--- config.mk ---
export PLATFORM = sky130hd
export DESIGN_NAME = vbat_value_cmd
export DESIGN_NICKNAME = d
export VERILOG_FILES = /design/src/core/vbat_pkg.sv /design/src/core/vbat_rx_if.sv /design/src/core/vbat_link_rx.sv /design/src/core/vbat_value_cmd.sv
export SDC_FILE = /design/constraint.sdc
export NUM_CORES = 1
export LEC_CHECK = 0
export BUFFER_PORTS_ARGS = -buffer_cell sky130_fd_sc_hd__buf_2
export CORE_MARGIN = 2
export CORE_UTILIZATION = 45
export CTS_CLUSTER_DIAMETER = 200
export DETAILED_ROUTE_END_ITERATION = 7
export GPL_TIMING_DRIVEN = 0
export HOLD_SLACK_MARGIN = 0.06
export PLACE_DENSITY = 0.65
export SETUP_SLACK_MARGIN = 0.3
export SYNTH_ARGS = -nofsm -noshare
export SYNTH_HDL_FRONTEND = slang
export SYNTH_SLANG_ARGS = --single-unit
--- constraint.sdc ---
create_clock -name clk -period 4 [get_ports clk]
set_input_delay 1 -clock clk [delete_from_list [all_inputs] [get_ports clk]]
set_output_delay 1 -clock clk [all_outputs]
set_load 0.02 [all_outputs]
--- src/core/vbat_pkg.sv ---
// Shared constants and types for the value-block command logic
package vbat_pkg;
    localparam logic [7:0] CMD_DECREMENT = 8'hC0;
    localparam logic [7:0] CMD_INCREMENT = 8'hC1;
    localparam logic [7:0] CMD_RESTORE = 8'hC2;
    localparam logic [7:0] CMD_TRANSFER = 8'hB0;
    localparam logic [7:0] BLOCK_ADDR_MAX = 8'h3F;

    localparam logic [3:0] RSP_ACK = 4'hA;
    // Any value other than the acknowledge code reads as NAK; these two are picked freely
    localparam logic [3:0] RSP_NAK_ARG = 4'h0;
    localparam logic [3:0] RSP_NAK_CHECK = 4'h1;

    localparam logic [3:0] FRAME1_LEN = 4'h4;
    localparam logic [3:0] FRAME2_LEN = 4'h6;
    localparam logic [3:0] CNT_MAX = 4'hF;
    localparam logic [31:0] HOLD_RESET = 32'h0000_0000;

    localparam int CLK_PERIOD_NS = 8;
    localparam int ACK_DELAY_MIN_NS = 71000;
    localparam int NAK_DELAY_MIN_NS = 71000;
    localparam int RESPONSE_TIMEOUT_VALUE_MS = 5;
    localparam int RESPONSE_TIMEOUT_TRANSFER_MS = 10;
    // Least times round up to whole cycles
    localparam int ACK_DELAY_CYC = (ACK_DELAY_MIN_NS + CLK_PERIOD_NS - 1) / CLK_PERIOD_NS;
    localparam int NAK_DELAY_CYC = (NAK_DELAY_MIN_NS + CLK_PERIOD_NS - 1) / CLK_PERIOD_NS;
    localparam logic [15:0] DLY_MAX = 16'hFFFF;

    typedef enum logic [2:0] {
        VBAT_IDLE = 3'h0,
        VBAT_READ = 3'h1,
        VBAT_DELAY = 3'h3,
        VBAT_PART2 = 3'h2,
        VBAT_WRITE = 3'h6
    } vbat_state_t;
endpackage : vbat_pkg

--- src/core/vbat_rx_if.sv ---
// Received byte and end-of-frame events from the link sampler
`timescale 1ns/100ps
interface vbat_rx_if;
    logic byte_stb;
    logic [7:0] byte_val;
    logic eof_stb;
    logic crc_ok;

    modport src (output byte_stb, output byte_val, output eof_stb, output crc_ok);
    modport dst (input byte_stb, input byte_val, input eof_stb, input crc_ok);
endinterface : vbat_rx_if

--- src/core/vbat_link_rx.sv ---
// Link sampler: synchronises the reader-side byte link and finds its rising clock edges
`timescale 1ns/100ps
module vbat_link_rx (
    input wire logic clk,
    input wire logic resetn,
    input wire logic link_clk,
    input wire logic [7:0] link_data,
    input wire logic link_frame,
    input wire logic link_crc_ok,
    vbat_rx_if.src rx
);
    logic [10:0] s1_q;
    logic [10:0] s2_q;
    logic prev_q;
    logic in_frame_q;
    logic in_frame_d;
    logic byte_stb_q;
    logic byte_stb_d;
    logic [7:0] byte_val_q;
    logic [7:0] byte_val_d;
    logic eof_stb_q;
    logic eof_stb_d;
    logic crc_ok_q;
    logic crc_ok_d;
    logic edge_seen;

    // Only the second stage is looked at; data is held a whole link period
    assign edge_seen = s2_q[10] && !prev_q;

    always_comb begin
        in_frame_d = in_frame_q;
        byte_stb_d = 1'b0;
        byte_val_d = byte_val_q;
        eof_stb_d = 1'b0;
        crc_ok_d = crc_ok_q;
        if (edge_seen) begin
            if (s2_q[9]) begin
                in_frame_d = 1'b1;
                byte_stb_d = 1'b1;
                byte_val_d = s2_q[7:0];
            end else if (in_frame_q) begin
                in_frame_d = 1'b0;
                eof_stb_d = 1'b1;
                crc_ok_d = s2_q[8];
            end
        end
    end

    always_ff @(posedge clk or negedge resetn) begin
        if (!resetn) begin
            s1_q <= 11'h000;
            s2_q <= 11'h000;
            prev_q <= 1'b0;
            in_frame_q <= 1'b0;
            byte_stb_q <= 1'b0;
            byte_val_q <= 8'h00;
            eof_stb_q <= 1'b0;
            crc_ok_q <= 1'b0;
        end else begin
            s1_q <= {link_clk, link_frame, link_crc_ok, link_data};
            s2_q <= s1_q;
            prev_q <= s2_q[10];
            in_frame_q <= in_frame_d;
            byte_stb_q <= byte_stb_d;
            byte_val_q <= byte_val_d;
            eof_stb_q <= eof_stb_d;
            crc_ok_q <= crc_ok_d;
        end
    end

    assign rx.byte_stb = byte_stb_q;
    assign rx.byte_val = byte_val_q;
    assign rx.eof_stb = eof_stb_q;
    assign rx.crc_ok = crc_ok_q;
endmodule : vbat_link_rx

--- src/core/vbat_value_cmd.sv ---
// Card-side interpreter for increment, decrement, restore and transfer
`timescale 1ns/100ps
module vbat_value_cmd #(
    parameter int ACK_DLY_CYC = vbat_pkg::ACK_DELAY_CYC,
    parameter int NAK_DLY_CYC = vbat_pkg::NAK_DELAY_CYC
) (
    input wire logic clk,
    input wire logic resetn,
    input wire logic link_clk,
    input wire logic [7:0] link_data,
    input wire logic link_frame,
    input wire logic link_crc_ok,
    output logic tx_valid,
    output logic [3:0] tx_code,
    output logic mem_req,
    output logic mem_we,
    output logic [5:0] mem_addr,
    output logic [31:0] mem_wdata,
    input wire logic [31:0] mem_rdata,
    input wire logic mem_ack
);
    localparam logic [15:0] ACK_LIM = 16'(ACK_DLY_CYC - 1);
    localparam logic [15:0] NAK_LIM = 16'(NAK_DLY_CYC - 1);

    vbat_rx_if rx ();

    vbat_link_rx u_link_rx (
        .clk(clk),
        .resetn(resetn),
        .link_clk(link_clk),
        .link_data(link_data),
        .link_frame(link_frame),
        .link_crc_ok(link_crc_ok),
        .rx(rx)
    );

    function automatic logic vbat_addr_ok(input logic [7:0] addr);
        vbat_addr_ok = addr <= vbat_pkg::BLOCK_ADDR_MAX;
    endfunction : vbat_addr_ok

    // Two's complement wrap on overflow; the value format check lives in the memory side
    function automatic logic [31:0] vbat_apply(
        input logic [7:0] cmd,
        input logic [31:0] src,
        input logic [31:0] opnd
    );
        logic signed [31:0] s;
        logic signed [31:0] o;
        s = $signed(src);
        o = $signed(opnd);
        case (cmd)
            vbat_pkg::CMD_INCREMENT: vbat_apply = 32'(s + o);
            vbat_pkg::CMD_DECREMENT: vbat_apply = 32'(s - o);
            default: vbat_apply = src;
        endcase
    endfunction : vbat_apply

    function automatic logic vbat_is_value_cmd(input logic [7:0] cmd);
        vbat_is_value_cmd = (cmd == vbat_pkg::CMD_INCREMENT) ||
            (cmd == vbat_pkg::CMD_DECREMENT) || (cmd == vbat_pkg::CMD_RESTORE);
    endfunction : vbat_is_value_cmd

    vbat_pkg::vbat_state_t state_q, state_d, after_q, after_d;
    logic [7:0] cmd_q, cmd_d, addr_q, addr_d;
    logic [3:0] cnt_q, cnt_d, rsp_q, rsp_d;
    logic [31:0] opnd_q, opnd_d, src_q, src_d, hold_q, hold_d;
    logic hold_vld_q, hold_vld_d, hold_upd;
    logic [15:0] dly_q, dly_d;
    logic tx_valid_q, tx_valid_d;
    logic [3:0] tx_code_q, tx_code_d;
    logic mem_req_q, mem_req_d, mem_we_q, mem_we_d;
    logic [5:0] mem_addr_q, mem_addr_d;
    logic [31:0] mem_wdata_q, mem_wdata_d;
    logic [15:0] lim;

    assign lim = (rsp_q == vbat_pkg::RSP_ACK) ? ACK_LIM : NAK_LIM;

    always_comb begin
        state_d = state_q;
        after_d = after_q;
        cmd_d = cmd_q;
        addr_d = addr_q;
        cnt_d = cnt_q;
        opnd_d = opnd_q;
        src_d = src_q;
        hold_d = hold_q;
        hold_vld_d = hold_vld_q;
        hold_upd = 1'b0;
        rsp_d = rsp_q;
        dly_d = (dly_q == vbat_pkg::DLY_MAX) ? dly_q : 16'(dly_q + 16'h0001);
        tx_valid_d = 1'b0;
        tx_code_d = tx_code_q;
        mem_req_d = mem_req_q;
        mem_we_d = mem_we_q;
        mem_addr_d = mem_addr_q;
        mem_wdata_d = mem_wdata_q;
        if (rx.byte_stb) begin
            cnt_d = (cnt_q == vbat_pkg::CNT_MAX) ? cnt_q : 4'(cnt_q + 4'h1);
            if (state_q == vbat_pkg::VBAT_IDLE) begin
                if (cnt_q == 4'h0) begin
                    cmd_d = rx.byte_val;
                end
                if (cnt_q == 4'h1) begin
                    addr_d = rx.byte_val;
                end
            end
            // Operand arrives least significant byte first
            if (state_q == vbat_pkg::VBAT_PART2 && cnt_q < 4'h4) begin
                opnd_d[8 * cnt_q[1:0] +: 8] = rx.byte_val;
            end
        end
        if (rx.eof_stb) begin
            cnt_d = 4'h0;
            dly_d = 16'h0000;
        end
        case (state_q)
            vbat_pkg::VBAT_IDLE: begin
                if (rx.eof_stb) begin
                    state_d = vbat_pkg::VBAT_DELAY;
                    after_d = vbat_pkg::VBAT_IDLE;
                    rsp_d = vbat_pkg::RSP_NAK_ARG;
                    if (!rx.crc_ok || cnt_q != vbat_pkg::FRAME1_LEN) begin
                        rsp_d = vbat_pkg::RSP_NAK_CHECK;
                    end else if (vbat_is_value_cmd(cmd_q) && vbat_addr_ok(addr_q)) begin
                        // Source read only; memory is never written here
                        state_d = vbat_pkg::VBAT_READ;
                        after_d = vbat_pkg::VBAT_PART2;
                        rsp_d = vbat_pkg::RSP_ACK;
                        mem_req_d = 1'b1;
                        mem_we_d = 1'b0;
                        mem_addr_d = addr_q[5:0];
                    end else if (cmd_q == vbat_pkg::CMD_TRANSFER && vbat_addr_ok(addr_q) &&
                        hold_vld_q) begin
                        state_d = vbat_pkg::VBAT_WRITE;
                        rsp_d = vbat_pkg::RSP_ACK;
                        mem_req_d = 1'b1;
                        mem_we_d = 1'b1;
                        mem_addr_d = addr_q[5:0];
                        mem_wdata_d = hold_q;
                    end
                end
            end
            vbat_pkg::VBAT_READ: begin
                if (mem_ack) begin
                    mem_req_d = 1'b0;
                    src_d = mem_rdata;
                    state_d = vbat_pkg::VBAT_DELAY;
                end
            end
            vbat_pkg::VBAT_WRITE: begin
                if (mem_ack) begin
                    mem_req_d = 1'b0;
                    mem_we_d = 1'b0;
                    state_d = vbat_pkg::VBAT_DELAY;
                end
            end
            vbat_pkg::VBAT_DELAY: begin
                if (dly_q >= lim) begin
                    tx_valid_d = 1'b1;
                    tx_code_d = rsp_q;
                    state_d = after_q;
                end
            end
            vbat_pkg::VBAT_PART2: begin
                // The reader honours the frame delay before this frame
                if (rx.eof_stb) begin
                    if (rx.crc_ok && cnt_q == vbat_pkg::FRAME2_LEN) begin
                        // Success is silent: the reader sees its time-out
                        hold_d = vbat_apply(cmd_q, src_q, opnd_q);
                        hold_vld_d = 1'b1;
                        hold_upd = 1'b1;
                        state_d = vbat_pkg::VBAT_IDLE;
                    end else begin
                        rsp_d = vbat_pkg::RSP_NAK_CHECK;
                        after_d = vbat_pkg::VBAT_IDLE;
                        state_d = vbat_pkg::VBAT_DELAY;
                    end
                end
            end
            default: begin
                state_d = vbat_pkg::VBAT_IDLE;
                mem_req_d = 1'b0;
                mem_we_d = 1'b0;
            end
        endcase
    end

    always_ff @(posedge clk or negedge resetn) begin
        if (!resetn) begin
            state_q <= vbat_pkg::VBAT_IDLE;
            after_q <= vbat_pkg::VBAT_IDLE;
            cmd_q <= 8'h00;
            addr_q <= 8'h00;
            cnt_q <= 4'h0;
            opnd_q <= 32'h0000_0000;
            src_q <= 32'h0000_0000;
            hold_q <= vbat_pkg::HOLD_RESET;
            hold_vld_q <= 1'b0;
            rsp_q <= vbat_pkg::RSP_NAK_ARG;
            dly_q <= vbat_pkg::DLY_MAX;
            tx_valid_q <= 1'b0;
            tx_code_q <= vbat_pkg::RSP_NAK_ARG;
            mem_req_q <= 1'b0;
            mem_we_q <= 1'b0;
            mem_addr_q <= 6'h00;
            mem_wdata_q <= 32'h0000_0000;
        end else begin
            state_q <= state_d;
            after_q <= after_d;
            cmd_q <= cmd_d;
            addr_q <= addr_d;
            cnt_q <= cnt_d;
            opnd_q <= opnd_d;
            src_q <= src_d;
            hold_q <= hold_d;
            hold_vld_q <= hold_vld_d;
            rsp_q <= rsp_d;
            dly_q <= dly_d;
            tx_valid_q <= tx_valid_d;
            tx_code_q <= tx_code_d;
            mem_req_q <= mem_req_d;
            mem_we_q <= mem_we_d;
            mem_addr_q <= mem_addr_d;
            mem_wdata_q <= mem_wdata_d;
        end
    end

    assign tx_valid = tx_valid_q;
    assign tx_code = tx_code_q;
    assign mem_req = mem_req_q;
    assign mem_we = mem_we_q;
    assign mem_addr = mem_addr_q;
    assign mem_wdata = mem_wdata_q;

    logic part2_done;
    assign part2_done = state_q == vbat_pkg::VBAT_PART2 && rx.eof_stb && rx.crc_ok &&
        cnt_q == vbat_pkg::FRAME2_LEN;

    AST_REPLY_NOT_EARLY: assert property (@(posedge clk) disable iff (!resetn)
        tx_valid_q && tx_code_q == vbat_pkg::RSP_ACK |-> dly_q >= 16'(ACK_DLY_CYC))
        else $error("acknowledge sent before the least reply delay");
    AST_NAK_NOT_EARLY: assert property (@(posedge clk) disable iff (!resetn)
        tx_valid_q && tx_code_q != vbat_pkg::RSP_ACK |-> dly_q >= 16'(NAK_DLY_CYC))
        else $error("nak sent before the least reply delay");
    AST_PART2_SILENT: assert property (@(posedge clk) disable iff (!resetn)
        part2_done |=> (!tx_valid_q && state_q == vbat_pkg::VBAT_IDLE) ##1 !tx_valid_q [*8])
        else $error("reply sent after a good second part");
    AST_INC_SUM: assert property (@(posedge clk) disable iff (!resetn)
        part2_done && cmd_q == vbat_pkg::CMD_INCREMENT |=>
        hold_q == 32'($past(src_q) + $past(opnd_q)))
        else $error("increment result wrong");
    AST_DEC_DIFF: assert property (@(posedge clk) disable iff (!resetn)
        part2_done && cmd_q == vbat_pkg::CMD_DECREMENT |=>
        hold_q == 32'($past(src_q) - $past(opnd_q)))
        else $error("decrement result wrong");
    AST_RESTORE_COPY: assert property (@(posedge clk) disable iff (!resetn)
        part2_done && cmd_q == vbat_pkg::CMD_RESTORE |=> hold_q == $past(src_q))
        else $error("restore result wrong");
    AST_WRITE_ONLY_TRANSFER: assert property (@(posedge clk) disable iff (!resetn)
        mem_req_q && mem_we_q |-> cmd_q == vbat_pkg::CMD_TRANSFER &&
        mem_wdata_q == hold_q && mem_addr_q == addr_q[5:0])
        else $error("memory written by a command other than transfer");
    AST_BAD_ADDR_NAK: assert property (@(posedge clk) disable iff (!resetn)
        state_q == vbat_pkg::VBAT_IDLE && rx.eof_stb && addr_q > vbat_pkg::BLOCK_ADDR_MAX |=>
        state_q == vbat_pkg::VBAT_DELAY && rsp_q != vbat_pkg::RSP_ACK && !mem_req_q)
        else $error("out of range address not refused");
    AST_ACK_OPENS_PART2: assert property (@(posedge clk) disable iff (!resetn)
        state_q == vbat_pkg::VBAT_DELAY && after_q == vbat_pkg::VBAT_PART2 && dly_q >= lim
        |=> tx_valid_q && tx_code_q == vbat_pkg::RSP_ACK && state_q == vbat_pkg::VBAT_PART2)
        else $error("first part acknowledge did not open the second part");
    AST_HOLD_KEPT: assert property (@(posedge clk) disable iff (!resetn)
        !hold_upd |=> $stable(hold_q))
        else $error("holding value changed without a completed command");
    // A stale reset value must never reach a block
    AST_XFER_NEEDS_HOLD: assert property (@(posedge clk) disable iff (!resetn)
        state_q == vbat_pkg::VBAT_IDLE && rx.eof_stb && cmd_q == vbat_pkg::CMD_TRANSFER &&
        !hold_vld_q |=> !mem_req_q && rsp_q != vbat_pkg::RSP_ACK)
        else $error("transfer accepted with no holding value");

    COV_INCREMENT: cover property (@(posedge clk) disable iff (!resetn)
        part2_done && cmd_q == vbat_pkg::CMD_INCREMENT);
    COV_TRANSFER_ACK: cover property (@(posedge clk) disable iff (!resetn)
        tx_valid_q && tx_code_q == vbat_pkg::RSP_ACK && cmd_q == vbat_pkg::CMD_TRANSFER);
    COV_NAK: cover property (@(posedge clk) disable iff (!resetn)
        tx_valid_q && tx_code_q != vbat_pkg::RSP_ACK);
    COV_DECREMENT: cover property (@(posedge clk) disable iff (!resetn)
        part2_done && cmd_q == vbat_pkg::CMD_DECREMENT);
    COV_RESTORE: cover property (@(posedge clk) disable iff (!resetn)
        part2_done && cmd_q == vbat_pkg::CMD_RESTORE);
endmodule : vbat_value_cmd

Word level (Yosys, flattened, before mapping):

Index checks and enable logic that the tools add are counted.

* register bits after elaboration: 223
* output and inout bits: 45
* logic and storage cells: 145

* add/subtract/negate cells: 5
* magnitude comparators: 3
* equal/unequal tests: 23
* shift-type cells: 2
* muxes and demuxes: 48
* bitwise gates (word level): 5
* reduce and logical (&&, ||, !) cells: 34

Operators with widths (number)
* 32-bit case mux with 2 select lines: 1
* 4-bit two-way mux: 9
* 5-bit negation with 34-bit output: 1
* 8-bit by 34-bit variable shift with 32-bit output (first input constant): 1
* 8-bit by 34-bit indexed part select with 32-bit output: 1
* 32-bit adder: 1
* 32-bit bitwise mux: 1
* 8-bit equality test (second input constant): 4
* 16-bit two-way mux: 2
* 32-bit subtractor: 1
* 3-bit two-way mux: 10
* 16-bit by 1-bit adder with 16-bit output (second input constant): 1
* 16-bit equality test (second input constant): 1
* 16-bit by 14-bit >= comparator with 1-bit output (second input constant): 1
* 1-bit two-way mux: 15
* 5-bit AND reduction: 3
* 6-bit two-way mux: 2
* 3-bit case mux with 4 select lines: 1
* 3-bit AND reduction: 4
* 4-bit AND reduction: 3
* 2-bit by 1-bit inequality test with 1-bit output (second input constant): 5
* 2-bit AND reduction: 5
* 8-bit by 6-bit <= comparator with 1-bit output (second input constant): 1
* 2-bit inequality test (second input constant): 4
* other kinds (23): 42

Longest topological paths before layout:

* depth in word-level cells: 8
* depth in mapped cells: 18

Cells and area by module:

A second synthesis with hierarchy kept.

* cells, all modules: 1084
* area total of the unflattened synthesis: 11049.3 um^2

Modules (own cells, without submodules)
* vbat_value_cmd: instances 1, cells each 1033, area an instance 9985.8 um^2
* vbat_link_rx: instances 1, cells each 51, area an instance 1063.5 um^2

Least setup slack after synthesis:

No wires, ideal clock.

* path kind: reg-to-reg
* start: register opnd_q[13]
* end: register hold_q[28]
* setup time: 0.126 ns
* data arrival time: 3.862 ns
* required time: 3.874 ns
* setup slack: 0.012 ns
* stages on the path, launching flop included: 15
* buffers on the path: 1
* cells stage by stage: dfrtp_1 or4_4 or3_4 or4_4 o31ai_1 xor2_1 ha_1 clkbuf_1 and2_1 and3_1 a221o_1 a21oi_1 a22oi_1 mux2i_1 a221o_1

* longest elaborated chain between the ends: 2
* elaborated cells between the ends (all ways): 3
* classes of those cells: 2 x add/sub; 1 x mux

Ends and longest elaborated chain
* start: declaration: line vbat_value_cmd.sv:66 `logic [31:0] opnd_q, opnd_d, src_q, src_d, hold_q, hold_d;`
* start signal: assignment: line vbat_value_cmd.sv:213 `opnd_q <= opnd_d;`
* 32-bit subtractor or 32-bit adder (tied branches): line vbat_value_cmd.sv:53, vbat_value_cmd.sv:52
* 32-bit case mux with 2 select lines *: line vbat_value_cmd.sv:51 `case (cmd)`
* end signal: assignment: line vbat_value_cmd.sv:197 `hold_q <= vbat_pkg::HOLD_RESET;`
* end signal: assignment: line vbat_value_cmd.sv:215 `hold_q <= hold_d;`
* end: declaration: line vbat_value_cmd.sv:66

Mark *: on every way between the ends. The rest lies on a longest branch, timed or not.
A chain may end at the register's enable or synchronous reset.

Final worst setup path:

* start: register opnd_q[12]
* end: register hold_q[29]

Same word-level chain as after synthesis.

==> flow_metrics.py <==
metrics = {
    "logic_synthesis": {
        "synth_edf_count": 0,
        "synth.area.top_cells": "dfrtp_1, nand2_1, mux2_2",
        "synth-simple-area-share_pct": 18.53,
        "synth_top_area_share_pct": 45.80,
        "synth_seq_cells": 217,
        "yosys.area_share.adder_pct": 4.739,
        "synthXorXnorAreaFrac_pct": 5.423,
        "muxShareOfSynthArea_pct": 6.118,
        "syn-cell-area_sq_um": 10980,
        "synth.distinct_cells": 59,
        "syn_inst": 1157,
        "yosysSeqAreaShare_pct": 49.62,
        "yosysWarnings": 0,
        "syn-num-nets": 1244,
        "yosys.area.top_type": "dfrtp_1",
        "synth_top_family_by_area": "simple AND/OR/NAND/NOR gates",
        "dominantRegCellSynth": "dfrtp_1",
        "synth_compound_area_share_pct": 13.31,
        "async_reset_ff_share_pct": 100.0,
        "synth_area_per_cell_sq_um": 9.493,
    },
    "timing": {
        "tightest_slew_ns": 1.308,
        "finClkSkew_ns": 0.009270,
        "hold_slack_ns": 0.3469,
        "setup_ws_ns": -0.1240,
        "setup_violations": 6,
        "rsz0062_at_grt": "true",
        "slew_violations": 0,
        "max_freq_mhz": 242.5,
        "slew_headroom_pct": 12.12,
        "fin_crit_ns": 4.124,
        "finalCritPeriodShare_pct": 103.1,
        "finalHoldViolCount": 0,
    },
    "final_layout": {
        "final_layout_size_suffix_gt1_share_pct": 25.84,
        "n_antenna_cell": 0,
        "nets": 1407,
        "area_growth_pct": 24.41,
        "post-route-util_pct": 56.69,
    },
    "global_route": {
        "grt_antenna_before_repair": 0,
        "grt_pass1_vias": 8546,
        "grt-ovfl-total": 0,
        "grtUsageTotal_pct": 20.69,
        "grt_pass1_wl_mm": 43.47,
        "grt_max_degree": 117,
    },
    "drt": {
        "wl_mm": 26.82,
        "drtIter0Drc": 510,
        "antenna_left": 0,
        "firstDrtPassIters": 5,
        "drc": 0,
        "num_vias": 8791,
        "vias_per_cell": 5.286,
        "avgRoutedWirePerCell_um": 16.13,
    },
    "critical_path": {
        "r2r_slack_ns": -0.12,
        "reg2reg_from": "opnd_q[12]",
        "crit_path_end": "hold_q[29]",
        "worstSetupPathType": "reg2reg",
        "start_kind": "register",
        "crit_required_ns": 4.42,
        "cp-end-kind": "register",
        "critPathArrivalTime_ns": 4.54,
        "crit_start": "opnd_q[12]",
        "r2r_end": "hold_q[29]",
        "rr_worst_depth": 15,
        "critPathMaxFanout": 4,
    },
    "power_and_ir_drop": {
        "swShare_pct": 24.54,
        "leakagePower_uw": 0.006609,
        "p_int_uw": 3976,
        "power.density_nw_per_um2": 385.6,
        "switchingPower_uw": 1293,
        "share_seq_of_total_power_pct": 45.7,
        "ir_drop_mv": 0.3518,
        "comb_power_share_pct": 7.3,
        "pwr-share-clk_pct": 47.1,
        "power.total_uw": 5269,
    },
    "cts": {
        "cts_made_buffers": 25,
        "htreeDepth": 1,
        "clk_pin_slew_ns": 0.06,
        "ctsRootBufferMaster": "clkbuf_16",
        "clock-sinks": 217,
        "cts_buffer_depth": 3,
        "cts_tree": "done",
        "clock_latency_ns": 0.53,
    },
    "hold_path": {
        "hp-class": "reg2reg",
        "min-delay-start": "u_link_rx.s1_q[1]",
    },
    "die": {
        "die_height_um": 160.2,
        "fp.dieW_um": 160.2,
        "dieArea_sq_um": 25670,
        "io_pins": 91,
        "core_area_sq_um": 24110,
        "rows": 57,
        "start_util_pct": 45.56,
    },
    "run_status": {
        "outcome": "finished with violations",
        "violations": "negative setup slack",
    },
    "place": {
        "gp_congestion": 0.8720,
        "pre_cts_ws_ns": -0.4168,
        "portBuffers": 89,
        "place_hpwl_mm": 18.48,
    },
    "job": {
        "max_cap_viol_count": 0,
    },
}
kinds of logic (layout without fill, tap and decap cells):
family	count (synthesis)	count (layout)
fa+ha+maj	41	41
simple gates	465	465
flops	217	217
xor+xnor	68	68
compound gates	242	242
mux	60	60
other cells	1	1
buf+inv	63	245
cell usage in the layout (no fill, tap or decap), types with 8 or more instances in the layout:
cell,netlist,routed
a31oi_1,13,11
o21bai_1,9,9
dfrtp_1,201,200
nand4_1,9,9
ha_1,40,32
o21ai_0,78,61
nand2_1,266,265
or3_1,9,9
nand3_1,20,19
a21o_1,12,12
a22oi_1,9,8
o21ai_1,1,12
mux2_2,57,57
buf_4,2,42
nand2b_1,11,11
dfstp_2,16,16
a21oi_2,0,15
nor3_1,14,11
a21oi_1,72,53
clkbuf_1,41,38
clkbuf_16,0,26
xor2_1,32,29
inv_1,19,19
nor2_1,89,85
and3_1,11,9
xnor2_1,36,33
buf_2,0,88
per-layer routing:
layer	vias up	track usage (%)	share of wire, %
met2	220	35.44	48
met4	0	5.856	2.3
li1	4320	-	-
met1	4202	27.68	44
met5	-	0	0
met3	49	2.727	5.0
layout make-up:
type / instances / area (sq um)
plain buffers: 43 / 232.7
clock buffers: 30 / 674.4
clock inverters: 16 / 236.5
fillers: 2172 / 10440
inverters: 20 / 75.07
multi-input cells: 877 / 5738
flip-flops and latches: 217 / 5451
well taps: 324 / 405.4
repair buffers: 136 / 850.8
cells in the mapped netlist (all sizes together), types with 3 or more instances:
| cell | n |
|---|---|
| ha | 40 |
| o22ai | 4 |
| o21a | 6 |
| nand3 | 20 |
| o21ai | 79 |
| and2 | 9 |
| nand4 | 9 |
| and3 | 11 |
| clkbuf | 41 |
| o21bai | 9 |
| nand2b | 11 |
| xnor2 | 36 |
| nor2 | 89 |
| o31ai | 6 |
| xor2 | 32 |
| dfstp | 16 |
| or4 | 5 |
| a22oi | 9 |
| mux2 | 57 |
| or3 | 11 |
| nor3b | 3 |
| o41ai | 3 |
| nor4 | 4 |
| mux2i | 3 |
| a31oi | 13 |
| a211oi | 4 |
| a21o | 12 |
| a21boi | 3 |
| a221o | 3 |
| dfrtp | 201 |
| a21oi | 72 |
| or2 | 3 |
| inv | 19 |
| nor2b | 5 |
| nand2 | 266 |
| a311oi | 4 |
| nor3 | 14 |
flip-flops by register name, summed over array words and instances, names as in the netlist, 11 cells and up:
signal / cells
opnd_q: 32
src_q: 32
u_link_rx.s1_q: 11
hold_q: 32
dly_q: 16
mem_wdata: 32
u_link_rx.s2_q: 11
power by group through the flow:
| stage | clock network (uW) | registers (uW) | logic (uW) |
|---|---|---|---|
| after floorplan | 0 | 2400 | 255 |
| after CTS | 2520 | 2410 | 388 |
| after global routing | 2620 | 2420 | 442 |
| after detailed placement | 0 | 2450 | 385 |
| after global placement | 0 | 2440 | 372 |
| final | 2480 | 2410 | 382 |
what timing repair did:
action	4_1_cts	5_1_grt
gates resized for setup	60	57
pin swaps	38	45
hold buffers	0	0
setup buffers	27	19
setup endpoints to repair	25	21
metrics by stage:
stage / instance area [sq um] / setup TNS [ns] / cells
4_1_cts: 13290 / -0.02522 / 1644
5_1_grt: 13660 / -1.583 / 1663
3_3_place_gp: 11890 / -361.53 / 1570
3_5_place_dp: 11920 / -3.921 / 1571
2_1_floorplan: 11030 / 0 / 1157
6_report: 13660 / -0.4656 / 1663
worst max-delay path, stage by stage, from the launching register on:
cell	delay, ns
dfrtp_1	0.38
or4_4	0.55
or3_4	0.35
or3_4	0.35
or4_4	0.54
o21ai_2	0.15
xor2_1	0.20
ha_1	0.32
a21oi_2	0.21
o21ai_2	0.11
o21bai_1	0.15
a21boi_1	0.09
o21a_1	0.19
o22ai_2	0.16
xor2_1	0.17
o21ai_1	0.08
worst min-delay path by stage:
stage,endpoint,slack [ns],depth (start not counted)
CTS,u_link_rx.s2_q[1],0.35,0
global placement,u_link_rx.s2_q[10],0.33,0
global route,u_link_rx.s2_q[7],0.35,0
floorplan,u_link_rx.s2_q[0],0.33,0
finish,u_link_rx.s2_q[1],0.35,0
detailed placement,u_link_rx.s2_q[1],0.33,0
(Power assumes the default switching activity.)
